==> config.mk <==
export PLATFORM = sky130hd
export DESIGN_NAME = smf_framer
export DESIGN_NICKNAME = d
export VERILOG_FILES = /design/src/smf_pkg.sv /design/src/smf_mem_if.sv /design/src/smf_framer.sv /design/src/smf_mac_store.sv
export SDC_FILE = /design/constraint.sdc
export NUM_CORES = 1
export LEC_CHECK = 0
export BUFFER_PORTS_ARGS = -buffer_cell sky130_fd_sc_hd__buf_2
export CAP_MARGIN = 15
export CORE_MARGIN = 2
export CORE_UTILIZATION = 55
export DETAILED_ROUTE_END_ITERATION = 12
export PLACE_DENSITY_LB_ADDON = 0.05
export SYNTH_ARGS = -nofsm -noshare
export SYNTH_HDL_FRONTEND = slang
export SYNTH_SLANG_ARGS = --single-unit
==> constraint.sdc <==
create_clock -name mclk -period 6 [get_ports mclk]
set_clock_uncertainty 0.15 [all_clocks]
set_input_delay 1.2 -clock mclk [delete_from_list [all_inputs] [get_ports mclk]]
set_output_delay 1.2 -clock mclk [all_outputs]
set_load 0.005 [all_outputs]
==> src/smf_pkg.sv <==
// Purpose: shared constants for the secure message field framer
// Assumes: byte-wide command stream, header first
// Notes: all codes are fixed by the message format
package smf_pkg;
  localparam logic [3:0] CLS_TAGGED = 4'hC; // class nibble, tagged layout
  localparam logic [3:0] CLS_POSITIONAL = 4'h4; // class nibble, positional layout
  localparam logic [7:0] TAG_MAC = 8'h8E; // mac object tag
  localparam logic [7:0] TAG_WRAP = 8'h81; // wrapper for non-tlv data
  localparam logic [7:0] TAG_CTX_LO = 8'h80; // context-specific range low
  localparam logic [7:0] TAG_CTX_HI = 8'hBF; // context-specific range high
  localparam logic [7:0] MAC_MIN = 8'h04; // shortest mac, bytes
  localparam logic [7:0] MAC_MAX = 8'h08; // longest mac, bytes
  localparam int MAC_FULL_BITS = 64; // full mac result width
  localparam logic [7:0] HDR_LAST = 8'h03; // index of last header byte
  localparam logic [7:0] CNT_ONE = 8'h01; // counter step
  localparam int MAC_AW = 3; // mac store address width
  localparam int MAC_DW = 8; // mac store data width
endpackage

==> src/smf_mem_if.sv <==
// Purpose: carrier between framer control and its mac byte store
// Assumes: single clock, registered read
// Notes: ctl drives addresses and writes, mem returns data
`timescale 1ns/1ps
interface smf_mem_if #(parameter int AW = 3, parameter int DW = 8);
  logic we; // write strobe
  logic [AW-1:0] waddr; // write address
  logic [DW-1:0] wdata; // write data
  logic [AW-1:0] raddr; // read address
  logic [DW-1:0] rdata; // registered read data
  modport ctl (output we, waddr, wdata, raddr, input rdata);
  modport mem (input we, waddr, wdata, raddr, output rdata);
endinterface

==> src/smf_framer.sv <==
// Purpose: receive-side framer and checker for secure messaging data fields
// Assumes: header and data field arrive as one byte stream, in_last on final byte
// Notes: mac and cipher engines sit outside; only the mac engine is reached by feed, req and done
`timescale 1ns/1ps
module smf_framer (
  input wire logic mclk,
  input wire logic sys_rst,
  input wire logic in_valid,
  input wire logic [7:0] in_byte,
  input wire logic in_last,
  output logic in_ready,
  input wire logic cfg_conf,
  input wire logic [3:0] cfg_mac_len,
  input wire logic [7:0] cfg_data_len,
  output logic mac_feed_valid,
  output logic [7:0] mac_feed_byte,
  output logic mac_req,
  input wire logic mac_done,
  input wire logic [smf_pkg::MAC_FULL_BITS-1:0] mac_result,
  output logic out_valid,
  output logic [7:0] out_byte,
  output logic [7:0] pt_len,
  output logic tagged_mode,
  output logic wrapped,
  output logic enc_covered,
  output logic done,
  output logic mac_ok,
  output logic fmt_err
);
  typedef enum logic [9:0] {
    S_HDR = 10'h001, S_TAG = 10'h002, S_LEN = 10'h004, S_VAL = 10'h008,
    S_MTAG = 10'h010, S_MLEN = 10'h020, S_MAC = 10'h040, S_PDAT = 10'h080,
    S_CALC = 10'h100, S_SKIP = 10'h200
  } smf_state_type;
  // S_FIN folded as a done pulse; a command ends back in S_HDR via FIN below
  smf_state_type state_reg, state_next; // main sequencer
  logic fin_reg, fin_next; // closing cycle of a command
  logic cmp_reg, cmp_next; // comparing stored mac
  logic [7:0] cnt_reg, cnt_next; // byte counter
  logic [7:0] l1_reg, l1_next; // data object length
  logic [3:0] mlen_reg, mlen_next; // mac length in use
  logic [smf_pkg::MAC_FULL_BITS-1:0] res_reg, res_next; // mac result
  logic mis_reg, mis_next; // mac mismatch seen
  logic rdy_reg, rdy_next, fv_reg, fv_next, req_reg, req_next; // handshake flops
  logic [7:0] fb_reg, fb_next, ob_reg, ob_next, pl_reg, pl_next; // byte outputs
  logic ov_reg, ov_next, tg_reg, tg_next, wr_reg, wr_next, cv_reg, cv_next; // flags
  logic dn_reg, dn_next, ok_reg, ok_next, err_reg, err_next; // result flags
  logic fire; // byte taken this cycle
  logic bad; // format fault on this byte

  smf_mem_if #(.AW(smf_pkg::MAC_AW), .DW(smf_pkg::MAC_DW)) mif ();
  smf_mac_store #(.AW(smf_pkg::MAC_AW), .DW(smf_pkg::MAC_DW)) u_store (
    .mclk(mclk),
    .port(mif.mem)
  );

  // legal mac length check
  function automatic logic smf_len_ok(input logic [7:0] n);
    return (n >= smf_pkg::MAC_MIN) && (n <= smf_pkg::MAC_MAX);
  endfunction

  // byte i of the result, counted from the most significant end
  function automatic logic [7:0] smf_res_byte(input logic [63:0] r, input logic [2:0] i);
    logic [63:0] s;
    s = r << {i, 3'h0};
    return s[63:56];
  endfunction

  assign fire = in_valid & rdy_reg;

  // next-state and datapath decisions
  always_comb begin
    state_next = state_reg;
    fin_next = 1'b0;
    cmp_next = cmp_reg;
    cnt_next = cnt_reg;
    l1_next = l1_reg;
    mlen_next = mlen_reg;
    res_next = res_reg;
    mis_next = mis_reg;
    fv_next = 1'b0;
    fb_next = fb_reg;
    req_next = 1'b0;
    ov_next = 1'b0;
    ob_next = ob_reg;
    pl_next = pl_reg;
    tg_next = tg_reg;
    wr_next = wr_reg;
    cv_next = cv_reg;
    dn_next = 1'b0;
    ok_next = ok_reg;
    err_next = err_reg;
    bad = 1'b0;
    mif.we = 1'b0;
    mif.waddr = cnt_reg[2:0];
    mif.wdata = in_byte;
    fb_next = fire ? in_byte : fb_reg;
    if (fin_reg) begin
      // closing pulse with verdict
      dn_next = 1'b1;
      ok_next = !err_reg && !mis_reg;
    end else if (cmp_reg) begin
      // compare leftmost result bytes with stored mac
      if (mif.rdata != smf_res_byte(res_reg, cnt_reg[2:0])) begin
        mis_next = 1'b1;
      end
      if (cnt_reg == {4'h0, mlen_reg} - smf_pkg::CNT_ONE) begin
        cmp_next = 1'b0;
        fin_next = 1'b1;
        cnt_next = 8'h00;
      end else begin
        cnt_next = cnt_reg + smf_pkg::CNT_ONE;
      end
    end else begin
      unique case (state_reg)
        S_HDR: if (fire) begin
          fv_next = 1'b1;
          if (cnt_reg == 8'h00) begin
            err_next = 1'b0;
            mis_next = 1'b0;
            wr_next = 1'b0;
            cv_next = 1'b1;
            mlen_next = cfg_mac_len;
            if (in_byte[3:0] == smf_pkg::CLS_TAGGED) begin
              tg_next = 1'b1;
            end else if (in_byte[3:0] == smf_pkg::CLS_POSITIONAL) begin
              tg_next = 1'b0;
              bad = !smf_len_ok({4'h0, cfg_mac_len});
            end else begin
              tg_next = 1'b0; // level follows the last class nibble
              bad = 1'b1;
            end
          end
          if (cnt_reg == smf_pkg::HDR_LAST) begin
            cnt_next = 8'h00;
            state_next = tg_reg ? S_TAG : ((cfg_data_len != 8'h00) ? S_PDAT : S_MAC);
          end else begin
            cnt_next = cnt_reg + smf_pkg::CNT_ONE;
          end
          if (in_last) begin
            bad = 1'b1;
          end
        end
        S_TAG: if (fire) begin
          if (in_byte == smf_pkg::TAG_MAC) begin
            state_next = S_MLEN;
          end else begin
            // context-specific even tag only legal for a cryptogram
            if (!cfg_conf && in_byte >= smf_pkg::TAG_CTX_LO && in_byte <= smf_pkg::TAG_CTX_HI
                && !in_byte[0]) begin
              bad = 1'b1;
            end
            cv_next = cfg_conf ? in_byte[0] : 1'b1;
            wr_next = (in_byte == smf_pkg::TAG_WRAP);
            fv_next = cfg_conf ? in_byte[0] : 1'b1;
            state_next = S_LEN;
          end
          bad = bad | in_last;
        end
        S_LEN: if (fire) begin
          fv_next = cv_reg;
          bad = in_byte[7] | in_last; // long form lengths not handled
          l1_next = in_byte;
          cnt_next = 8'h00;
          state_next = (in_byte == 8'h00) ? S_MTAG : S_VAL;
        end
        S_VAL: if (fire) begin
          fv_next = cv_reg;
          ov_next = 1'b1;
          ob_next = in_byte;
          cnt_next = cnt_reg + smf_pkg::CNT_ONE;
          if (cnt_reg == l1_reg - smf_pkg::CNT_ONE) begin
            state_next = S_MTAG;
          end
          bad = in_last;
        end
        S_MTAG: if (fire) begin
          bad = (in_byte != smf_pkg::TAG_MAC) | in_last;
          state_next = S_MLEN;
        end
        S_MLEN: if (fire) begin
          bad = !smf_len_ok(in_byte) | in_last;
          mlen_next = in_byte[3:0];
          cnt_next = 8'h00;
          state_next = S_MAC;
        end
        S_MAC: if (fire) begin
          // mac bytes are stored, never fed to the engine
          mif.we = 1'b1;
          cnt_next = cnt_reg + smf_pkg::CNT_ONE;
          if (cnt_reg == {4'h0, mlen_reg} - smf_pkg::CNT_ONE) begin
            bad = !in_last;
            state_next = S_CALC;
            req_next = 1'b1;
          end else begin
            bad = in_last;
          end
        end
        S_PDAT: if (fire) begin
          fv_next = 1'b1;
          if (cfg_conf && cnt_reg == 8'h00) begin
            pl_next = in_byte;
          end else begin
            ov_next = 1'b1;
            ob_next = in_byte;
          end
          cnt_next = cnt_reg + smf_pkg::CNT_ONE;
          if (cnt_reg == cfg_data_len - smf_pkg::CNT_ONE) begin
            cnt_next = 8'h00;
            state_next = S_MAC;
          end
          bad = in_last;
        end
        S_CALC: if (mac_done) begin
          res_next = mac_result;
          cnt_next = 8'h00;
          cmp_next = 1'b1;
          state_next = S_HDR;
        end
        S_SKIP: if (fire && in_last) begin
          fin_next = 1'b1;
          state_next = S_HDR;
        end
        default: state_next = S_HDR;
      endcase
      if (bad) begin
        err_next = 1'b1;
        cnt_next = 8'h00;
        req_next = 1'b0;
        fin_next = in_last;
        state_next = in_last ? S_HDR : S_SKIP;
      end
    end
    mif.raddr = cnt_next[2:0];
    // no input taken while waiting, comparing or closing
    rdy_next = !(state_next == S_CALC || cmp_next || fin_next);
  end

  // state registers
  always_ff @(posedge mclk or posedge sys_rst) begin
    if (sys_rst) begin
      state_reg <= S_HDR;
      fin_reg <= 1'b0;
      cmp_reg <= 1'b0;
      cnt_reg <= 8'h00;
      l1_reg <= 8'h00;
      mlen_reg <= 4'h0;
      res_reg <= '0;
      mis_reg <= 1'b0;
      rdy_reg <= 1'b0;
      fv_reg <= 1'b0;
      fb_reg <= 8'h00;
      req_reg <= 1'b0;
      ov_reg <= 1'b0;
      ob_reg <= 8'h00;
      pl_reg <= 8'h00;
      tg_reg <= 1'b0;
      wr_reg <= 1'b0;
      cv_reg <= 1'b0;
      dn_reg <= 1'b0;
      ok_reg <= 1'b0;
      err_reg <= 1'b0;
    end else begin
      state_reg <= state_next;
      fin_reg <= fin_next;
      cmp_reg <= cmp_next;
      cnt_reg <= cnt_next;
      l1_reg <= l1_next;
      mlen_reg <= mlen_next;
      res_reg <= res_next;
      mis_reg <= mis_next;
      rdy_reg <= rdy_next;
      fv_reg <= fv_next;
      fb_reg <= fb_next;
      req_reg <= req_next;
      ov_reg <= ov_next;
      ob_reg <= ob_next;
      pl_reg <= pl_next;
      tg_reg <= tg_next;
      wr_reg <= wr_next;
      cv_reg <= cv_next;
      dn_reg <= dn_next;
      ok_reg <= ok_next;
      err_reg <= err_next;
    end
  end

  assign in_ready = rdy_reg;
  assign mac_feed_valid = fv_reg;
  assign mac_feed_byte = fb_reg;
  assign mac_req = req_reg;
  assign out_valid = ov_reg;
  assign out_byte = ob_reg;
  assign pt_len = pl_reg;
  assign tagged_mode = tg_reg;
  assign wrapped = wr_reg;
  assign enc_covered = cv_reg;
  assign done = dn_reg;
  assign mac_ok = ok_reg;
  assign fmt_err = err_reg;
endmodule

==> src/smf_mac_store.sv <==
// Purpose: small store for received mac bytes
// Assumes: read data valid one cycle after the address
// Notes: contents are not reset, only read after being written
`timescale 1ns/1ps
module smf_mac_store #(
  parameter int AW = 3,
  parameter int DW = 8
) (
  input wire logic mclk,
  smf_mem_if.mem port
);
  logic [DW-1:0] mem_reg [0:(1<<AW)-1]; // byte array
  logic [DW-1:0] rd_reg; // read data register

  // write and registered read
  always_ff @(posedge mclk) begin
    if (port.we) begin
      mem_reg[port.waddr] <= port.wdata;
    end
    rd_reg <= mem_reg[port.raddr];
  end

  assign port.rdata = rd_reg;
endmodule

=== Word level (Yosys, flattened, before mapping) ===
Memory sizes are Yosys's and may differ from the RTL's. A register that Yosys moved wholly into a read port is not among the register bits.
Cells that the tools add are included.

* Output and inout bits: 34
* Input bits: 90
* Memories kept: 1
* Memory bits (writable): 64
* Flip-flop bits (word level): 131
* Word-level logic and storage cells: 236

* Shift-type cells: 1
* $add $sub $neg: 4
* Multiplexer cells: 114
* Bitwise logic cells: 7
* Magnitude comparators: 6
* Reduce and logical (&&, ||, !) cells: 46
* Equality and inequality tests: 35

{| class="wikitable"
|+ Memory list
! memory !! words !! width !! rd ports !! clocked after memory_dff !! wr ports !! RTL line !! source
|-
| u_store.mem_reg || 8 || 8 || 1 || 1 || 1 || smf_mac_store.sv:12 || <nowiki>logic [DW-1:0] mem_reg [0:(1<<AW)-1];</nowiki>
|}

{| class="wikitable"
|+ Operator list
! kind !! number
|-
| two-way mux 10 bit || 18
|-
| two-way mux 8 bit || 15
|-
| one-hot mux 10 bit (10 select lines) || 1
|-
| two-way mux 1 bit || 66
|-
| << shifter 64 x 6 -> 64 bit || 1
|-
| one-hot mux 8 bit (5 select lines) || 1
|-
| equality test 8 bit || 3
|-
| equality test 10 x 9 -> 1 bit (second input constant) || 2
|-
| AND reduction 5 bit || 4
|-
| nonzero test 2 bit || 9
|-
| equality test 8 bit (second input constant) || 2
|-
| logical NOT 8 bit || 2
|-
| != test 2 bit (second input constant) || 8
|-
| one-hot mux 8 bit (2 select lines) || 1
|-
| subtractor 8 x 1 -> 8 bit (second input constant) || 2
|-
| AND reduction 7 bit || 2
|-
| two-way mux 4 bit || 3
|-
| != test 4 bit (second input constant) || 3
|-
| AND reduction 6 bit || 2
|-
| equality test 10 x 1 -> 1 bit (second input constant) || 1
|-
| equality test 10 bit (second input constant) || 1
|-
| equality test 10 x 2 -> 1 bit (second input constant) || 1
|-
| equality test 10 x 3 -> 1 bit (second input constant) || 1
|-
| equality test 10 x 4 -> 1 bit (second input constant) || 1
|-
| 36 further kinds || 63
|}

=== Longest topological paths before layout ===
Gate-level depths: netlist of run 1.

* Word-level depth: 22
* Mapped depth: 14
* Depth with buffers taken out: 12

=== Cells and area by module ===
From an unflattened synthesis of run 1, not the netlist that was laid out.

* Cell total of the unflattened synthesis: 807
* Area total of the unflattened synthesis: 10232.3 um^2

{| class="wikitable"
|+ Modules (own cells, without submodules)
! module !! instances !! area each (um^2) !! cells an instance !! seq. area each (um^2)
|-
| smf_framer || 1 || 7541.0 || 693 || 3279.4
|-
| smf_mac_store || 1 || 2691.3 || 114 || 2082.0
|}

=== Worst setup path before layout of run 1 ===
Ideal clock, no wire load.

* Kind: input-to-reg
* Start point: input in_valid
* End point: register u_store.rd_reg[2], in the netlist u_store.port.rdata[2] (read register of u_store.mem_reg)
* Path buffers: 3
* Path slack: 1.964 ns
* Setup time: 0.116 ns
* Arrival time: 3.769 ns
* Cell stages on the path: 13
* Cell sequence: and2_0 -> inv_1 -> clkbuf_1 -> buf_1 -> ha_1 -> a21oi_1 -> a2111o_1 -> a211o_1 -> o22ai_4 -> buf_6 -> mux2i_1 -> nand4_1 -> and4_1

* Cells in the longest elaborated chain, start to end: 8
* Elaborated cells between the ends (all ways): 19

{| class="wikitable"
|+ Ends and longest elaborated chain
! what !! RTL line !! source
|-
| start: declaration || smf_framer.sv:8 || <nowiki>input wire logic in_valid,</nowiki>
|-
| AND 1 bit (*) || smf_framer.sv:69 || <nowiki>assign fire = in_valid & rdy_reg;</nowiki>
|-
| two-way mux 1 bit (tied with other cells) || smf_framer.sv:167, smf_framer.sv:199 ||
|-
| one-hot mux 1 bit (7 select lines) || smf_framer.sv:115 || <nowiki>unique case (state_reg)</nowiki>
|-
| two-way mux 1 bit || smf_framer.sv:102 || <nowiki>end else if (cmp_reg) begin</nowiki>
|-
| two-way mux 1 bit || smf_framer.sv:98 || <nowiki>if (fin_reg) begin</nowiki>
|-
| two-way mux 8 bit (*) || smf_framer.sv:226 || <nowiki>if (bad) begin</nowiki>
|-
| two-way mux 8 bit (*) || smf_framer.sv:102 ||
|-
| two-way mux 3 bit (*) || smf_framer.sv:98 ||
|-
| end: declaration || smf_mac_store.sv:13 || <nowiki>logic [DW-1:0] rd_reg;</nowiki>
|}

Every way passes the cells marked *; elsewhere a longest branch is shown, timed or not. The select of a mux whose other input is x is not followed.
A chain may end at the register's enable or synchronous reset.

=== Final worst setup path of run 1 ===
* Start point: input cfg_data_len[0]
* End point: register u_store.rd_reg[1], in the netlist u_store.port.rdata[1] (read register of u_store.mem_reg)

* Cells in the longest elaborated chain, start to end: 8

{| class="wikitable"
|+ Ends and longest elaborated chain
! what !! RTL line !! source
|-
| start: declaration || smf_framer.sv:14 || <nowiki>input wire logic [7:0] cfg_data_len,</nowiki>
|-
| subtractor 8 x 1 -> 8 bit || smf_framer.sv:208 || <nowiki>if (cnt_reg == cfg_data_len - smf_pkg::CNT_ONE) begin</nowiki>
|-
| equality test 8 bit || smf_framer.sv:208 ||
|-
| two-way mux 8 bit || smf_framer.sv:208 ||
|-
| two-way mux 8 bit || smf_framer.sv:199 || <nowiki>S_PDAT: if (fire) begin</nowiki>
|-
| one-hot mux 8 bit (5 select lines) || smf_framer.sv:115 ||
|-
| two-way mux 8 bit || smf_framer.sv:226 ||
|-
| two-way mux 8 bit || smf_framer.sv:102 ||
|-
| two-way mux 3 bit || smf_framer.sv:98 ||
|}

Every way passes these cells. The select of a mux whose other input is x is not followed.

==> results.sh, run 1 <==
export IMPL_status="complete, no violations"
export IMPL_hold_slack_ns=0.305
export IMPL_synth_seq_cells=203
export IMPL_synthArstFlopShare_pct=64.5
export IMPL_crit_type="primary input to flop"
export IMPL_avgSynthCellArea_um2=11.5
export IMPL_setup_viol=0
export IMPL_switching_power_uw=609
export IMPL_holdBufCountCts=0
export IMPL_rsz0062_at_grt="false"
export IMPL_wl_um=25800
export IMPL_cts_setup_buffers=0
export IMPL_p_comb_share_pct=2.8
export IMPL_place_gp_congestion=0.909
export IMPL_pin_count=124
export IMPL_hold_viol=0
export IMPL_cp_arrival_ns=4.54
export IMPL_ant_nets=0
export IMPL_period_needed_ns=4.23
export IMPL_hpwl_um=17800
export IMPL_grt_max_degree=81
export IMPL_synthCells=896
export IMPL_ys_top_cells_by_area="dfrtp_1 31%, edfxtp_1 19%, mux2_2 10%"
export IMPL_drive_gt1_share_pct=29.1
export IMPL_synth_cell_type_count=76
export IMPL_relSlewSlack_pct=35.6
export IMPL_synth_edf_count=64
export IMPL_wl_met1_um=11100
export IMPL_fin_util_pct=64.2
export IMPL_wl_met2_um=12500
export IMPL_synth_cell_area_um2=10300
export IMPL_fin_crit_sh_pct=70.4
export IMPL_die_height_um=141
export IMPL_hold_class="flop to flop"
export IMPL_path_max_fanout=17
export IMPL_synth_largest_area_cell="dfrtp_1"
export IMPL_clockBufferDepth=3
export IMPL_via_count=7608
export IMPL_grt_pass1_wl_um=41100
export IMPL_fin_area_um2=11900
export IMPL_cts_sinks=203
export IMPL_switching_share_pct=20.8
export IMPL_internal_power_uw=2330
export IMPL_path_clk_slew_ns=0.06
export IMPL_worst_pin_slew_ns=0.962
export IMPL_critPathRequiredTime_ns=6.31
export IMPL_ir_worst_vdd_mv=0.174
export IMPL_yosysSeqAreaShare_pct=51.8
export IMPL_io_buffers=123
export IMPL_synthTopCellsByCount="130 x dfrtp_1, 92 x mux2_2, 65 x nand2_1"
export IMPL_start_util_pct=55.7
export IMPL_die_x_um=141
export IMPL_finalNetCount=1101
export IMPL_htreeDepth=1
export IMPL_cts_made_buffers=23
export IMPL_met3WireLength_um=1380
export IMPL_maxCapViolations=0
export IMPL_p_leak_uw=0.00560
export IMPL_synth_fp_nets=993
export IMPL_startpoint_type="primary input"
export IMPL_antenna_found_initial=0
export IMPL_setup_tns_ns=0
export IMPL_seq_power_share_pct=48.7
export IMPL_grt_ovfl_total=0
export IMPL_drt_iter0_markers=460
export IMPL_insertion_delay_ns=0.52
export IMPL_achievable_frequency_mhz=237
export IMPL_syn_to_final_growth_pct=15.4
export IMPL_die_area_um2=19900
export IMPL_n_fill_cell=1472
export IMPL_placed_cell_area_um2=11200
export IMPL_core_area_um2=18600
export IMPL_clkPwrFrac_pct=48.5
export IMPL_crit_path_end_kind="flop"
export IMPL_wire_per_inst_um=20.5
export IMPL_first_pass_iters=5
export IMPL_drc=0
export IMPL_track_usage_pct=26.2
export IMPL_ctsResizeCount=0
export IMPL_yosys_warnings=0
export IMPL_core_rowCount=50
export IMPL_viasPerCell=6.06
export IMPL_grt_pass1_vias=7608
export IMPL_root_buffer="clkbuf_16"
export IMPL_powerDensity_nw_per_um2=246
export IMPL_cts_tree="built"
export IMPL_synth_ff_type="dfrtp_1"
export IMPL_top_layer_used="met4"
export IMPL_yosys_cell_count_top_type="dfrtp_1"
export IMPL_yosysTopAreaCellShare_pct=31.4
export IMPL_slew_violations=0
==> logic make-up (layout without fill, tap and decap cells) <==
group / Yosys count / in the layout / share of synthesized area, %
and+or+nand+nor: 283 / 283 / 14.8
AOI/OAI and AO/OA: 141 / 141 / 9.52
DFF: 203 / 203 / 51.8
adders and majority gates: 8 / 8 / 0.943
other: 0 / 1 / 0
xor gates and xnor gates: 38 / 38 / 3.36
buffers and inverters: 75 / 200 / 3.10
muxes: 148 / 148 / 16.4
==> worst paths after layout <==
kind / startpoint / to / slack, ns / depth (start not counted)
setup / recovery: cfg_data_len[0] / u_store.port.rdata[1] / 1.77 / 12
hold / removal: mis_reg / mac_ok / 0.31 / 1
setup reg to reg: state_reg[6] / u_store.port.rdata[1] / 1.79 / 10
hold reg to reg: mis_reg / mac_ok / 0.31 / 1
max in group asynchronous: sys_rst / fmt_err / 3.90 / 3
min in group asynchronous: sys_rst / res_reg[25] / 0.67 / 2
==> placed cells by master (no fill, tap or decap), types with 18 or more instances in the layout <==
cell	n
o21ai_0	24
clkbuf_16	23
nor2_1	50
mux2_2	92
mux2i_1	47
xor2_1	18
a21oi_1	28
o211ai_1	21
edfxtp_1	64
dfrtp_1	130
nand3_1	25
nor3_1	22
xnor2_1	19
buf_2	123
nand2_1	65
nand4_1	24
==> critical path, stage by stage <==
cell,delay [ns]
buf_2,0.11
inv_1,0.07
ha_1,0.25
maj3_1,0.37
a2bb2oi_1,0.15
nor4_2,0.48
a21oi_1,0.29
o211a_1,0.29
o2bb2ai_2,0.63
inv_2,0.30
o211ai_1,0.18
and4_1,0.20
==> power by group through the flow <==
stage          Clock [uW]  Combinational, uW  Sequential [uW]
2_1_floorplan           0               31.4             1460
3_3_place_gp            0               82.2             1450
3_5_place_dp            0               83.5             1450
4_1_cts              1450               83.8             1430
5_1_grt              1500               92.3             1430
6_report             1420               82.3             1430
==> area by class of cell <==
type | instances | area (um^2) | share of cell area (%)
antenna | 1 | 2.50 | 0.0210
multi-input combinational | 618 | 4680 | 39.2
clock inverter | 12 | 155 | 1.30
tap | 234 | 293 | 2.45
clock buffer | 30 | 622 | 5.21
sequential | 203 | 5360 | 44.9
timing repair buffer | 138 | 741 | 6.20
inverter | 20 | 80.1 | 0.671
==> metal layers <==
metal,GRT usage [%],vias up
li1,-,3577
met4,8.68,0
met2,44.0,245
met3,3.67,67
met5,0,-
met1,35.2,3719
==> stage by stage <==
stage                     power (uW)  worst slack, ns  cells
after floorplan                 1490             1.15    896
after global placement          1540             1.42   1213
after detailed placement        1540             1.27   1213
after CTS                       2960             1.81   1255
after global routing            3020             1.49   1255
final                           2930             1.77   1256
No activity file was read; power rests on OpenSTA's default activity.
==> run 2: changes to the inputs <==
--- a/config.mk
+++ b/config.mk
@@ -8,7 +8,7 @@
 export BUFFER_PORTS_ARGS = -buffer_cell sky130_fd_sc_hd__buf_2
 export CAP_MARGIN = 15
 export CORE_MARGIN = 2
-export CORE_UTILIZATION = 55
+export CORE_UTILIZATION = 53
 export DETAILED_ROUTE_END_ITERATION = 12
 export PLACE_DENSITY_LB_ADDON = 0.05
 export SYNTH_ARGS = -nofsm -noshare
==> constraint.sdc (replaced) <==
create_clock -name mclk -period 3.7 [get_ports mclk]
set_clock_uncertainty 0.15 [all_clocks]
set_input_delay 0.74 -clock mclk [delete_from_list [all_inputs] [get_ports mclk]]
set_output_delay 0.74 -clock mclk [all_outputs]
set_load 0.005 [all_outputs]
==> run 2 against run 1 <==
Effect of this change: non-clock buffer count up 75; clock-buffer cell count increased by 6; global-route usage grew 2.7 points; total power increased by 60%; sequential share of layout area decreased by 2.3 points; critical path type is now flop to flop; largest power group unchanged.
==> results.sh, run 2 (synthesis gave the netlist of run 1 again) <==
export IMPL_startpoint_type="flop"
export IMPL_achievable_frequency_mhz=289
export IMPL_syn_to_final_growth_pct=21.6
export IMPL_drt_iter0_markers=465
export IMPL_die_area_um2=20700
export IMPL_path_max_fanout=17
export IMPL_n_fill_cell=1521
export IMPL_core_area_um2=19300
export IMPL_ir_worst_vdd_mv=0.327
export IMPL_fin_crit_sh_pct=93.5
export IMPL_placed_cell_area_um2=11800
export IMPL_slew_violations=0
export IMPL_powerDensity_nw_per_um2=373
export IMPL_mostFrequentLayoutCells="130 x dfrtp_1, 123 x buf_2, 92 x mux2_2"
export IMPL_holdBufCountCts=0
export IMPL_reg2reg_from="state_reg[1]"
export IMPL_drive_gt1_share_pct=33.5
export IMPL_viasPerCell=5.92
export IMPL_grt_pass1_vias=7939
export IMPL_rsz0062_at_grt="false"
export IMPL_setup_slack_ns=0.241
export IMPL_grt_pass1_wl_um=45200
export IMPL_grt_max_degree=132
export IMPL_start_util_pct=53.5
export IMPL_track_usage_pct=28.8
export IMPL_htreeDepth=1
export IMPL_cts_sinks=203
export IMPL_hold_slack_ns=0.220
export IMPL_drc=0
export IMPL_cts_made_buffers=23
export IMPL_fin_area_um2=12600
export IMPL_status="complete, no violations"
export IMPL_finalNetCount=1176
export IMPL_hold_class="primary input to async pin"
export IMPL_relSlewSlack_pct=41.4
export IMPL_path_clk_slew_ns=0.06
export IMPL_die_height_um=144
export IMPL_crit_path_start="state_reg[1]"
export IMPL_setup_tns_ns=0
export IMPL_p_leak_uw=0.00596
export IMPL_cts_tree="built"
export IMPL_place_ws_ns=0.0523
export IMPL_final_common_cell="dfrtp_1"
export IMPL_crit_path_end_kind="flop"
export IMPL_worst_pin_slew_ns=0.879
export IMPL_crit_type="flop to flop"
export IMPL_clockBufferDepth=3
export IMPL_setup_viol=0
export IMPL_root_buffer="clkbuf_16"
export IMPL_insertion_delay_ns=0.53
export IMPL_period_needed_ns=3.46
export IMPL_cp_arrival_ns=3.72
export IMPL_wire_per_inst_um=21.6
export IMPL_critPathRequiredTime_ns=3.96
export IMPL_first_pass_iters=5
export IMPL_via_count=8055
export IMPL_core_rowCount=51
export IMPL_hold_viol=0
export IMPL_io_buffers=123
export IMPL_wl_um=29400
export IMPL_grt_ovfl_total=0
export IMPL_ant_nets=0
export IMPL_pin_count=124
export IMPL_maxCapViolations=0
export IMPL_place_gp_congestion=0.948
export IMPL_antenna_found_initial=3
export IMPL_hpwl_um=21200
export IMPL_die_x_um=144
-- run 2: cell count changes in the layout (fill, tap and decap cells not counted), moves of 3 or more --
| cell | previous run | this run |
|---|---|---|
| buf_12 | 1 | 9 |
| buf_4 | 14 | 81 |
| clkbuf_1 | 5 | 9 |
| clkinv_2 | 4 | 1 |
| nor3_1 | 22 | 25 |
| nor3_2 | 3 | 0 |
-- run 2: repair_timing --
action / 4_1_cts / 5_1_grt
resized for setup: 0 / 1
setup endpoints to repair: 0 / 9
setup buffers: 0 / 0
hold endpoints to repair: 0 / 0
-- run 2: power by group --
part | internal (uW) | leakage (uW) | switching (uW)
Clock | 1310 | 0.000355 | 908
Sequential | 2320 | 0.00240 | 0
Combinational | 65.6 | 0.00320 | 98.1
Total | 3690 | 0.00596 | 1010
-- run 2: layout make-up --
cell class | count | area [um^2] | area share [%]
clock inverter | 4 | 63.8 | 0.507
timing repair buffer | 213 | 1400 | 11.2
tap | 265 | 332 | 2.64
clock buffer | 36 | 664 | 5.28
multi-input combinational | 618 | 4670 | 37.1
sequential | 203 | 5360 | 42.6
inverter | 20 | 78.8 | 0.626
antenna | 2 | 5.00 | 0.0398
-- run 2: metal layers --
metal	global-route usage, %	part of all wire, %
met1	40.2	44
met3	7.10	7.8
met5	0	0.044
met2	45.2	46
met4	8.15	2.4
-- run 2: worst max-delay path, stage by stage, from the launching register on --
cell      delay, ns
dfrtp_1        0.40
buf_4          0.19
nor4_1         0.49
buf_4          0.25
nand4b_1       0.24
a31oi_1        0.38
o31ai_2        0.14
a41oi_2        0.26
o22ai_4        0.14
buf_12         0.21
mux2i_1        0.19
o211ai_1       0.11
and4_1         0.18
-- run 2: worst paths after layout --
| path | end | slack [ns] | depth (start not counted) |
|---|---|---|---|
| max in group asynchronous | res_reg[30] | 2.55 | 3 |
| setup / recovery | u_store.port.rdata[2] | 0.24 | 12 |
| setup reg to reg | u_store.port.rdata[2] | 0.24 | 12 |
| hold reg to reg | mac_ok | 0.31 | 1 |
| min in group mclk | res_reg[16] | 0.29 | 2 |
| hold / removal | mlen_reg[0] | 0.22 | 3 |
-- run 2: per-stage QoR --
| stage | std cells | total power, uW | util [%] |
|---|---|---|---|
| after floorplan | 896 | 2410 | - |
| after global placement | 1319 | 2520 | 61.3 |
| after detailed placement | 1319 | 2520 | 61.3 |
| after CTS | 1359 | 4730 | 65.0 |
| after global routing | 1360 | 4830 | 65.1 |
| final | 1361 | 4700 | 65.1 |
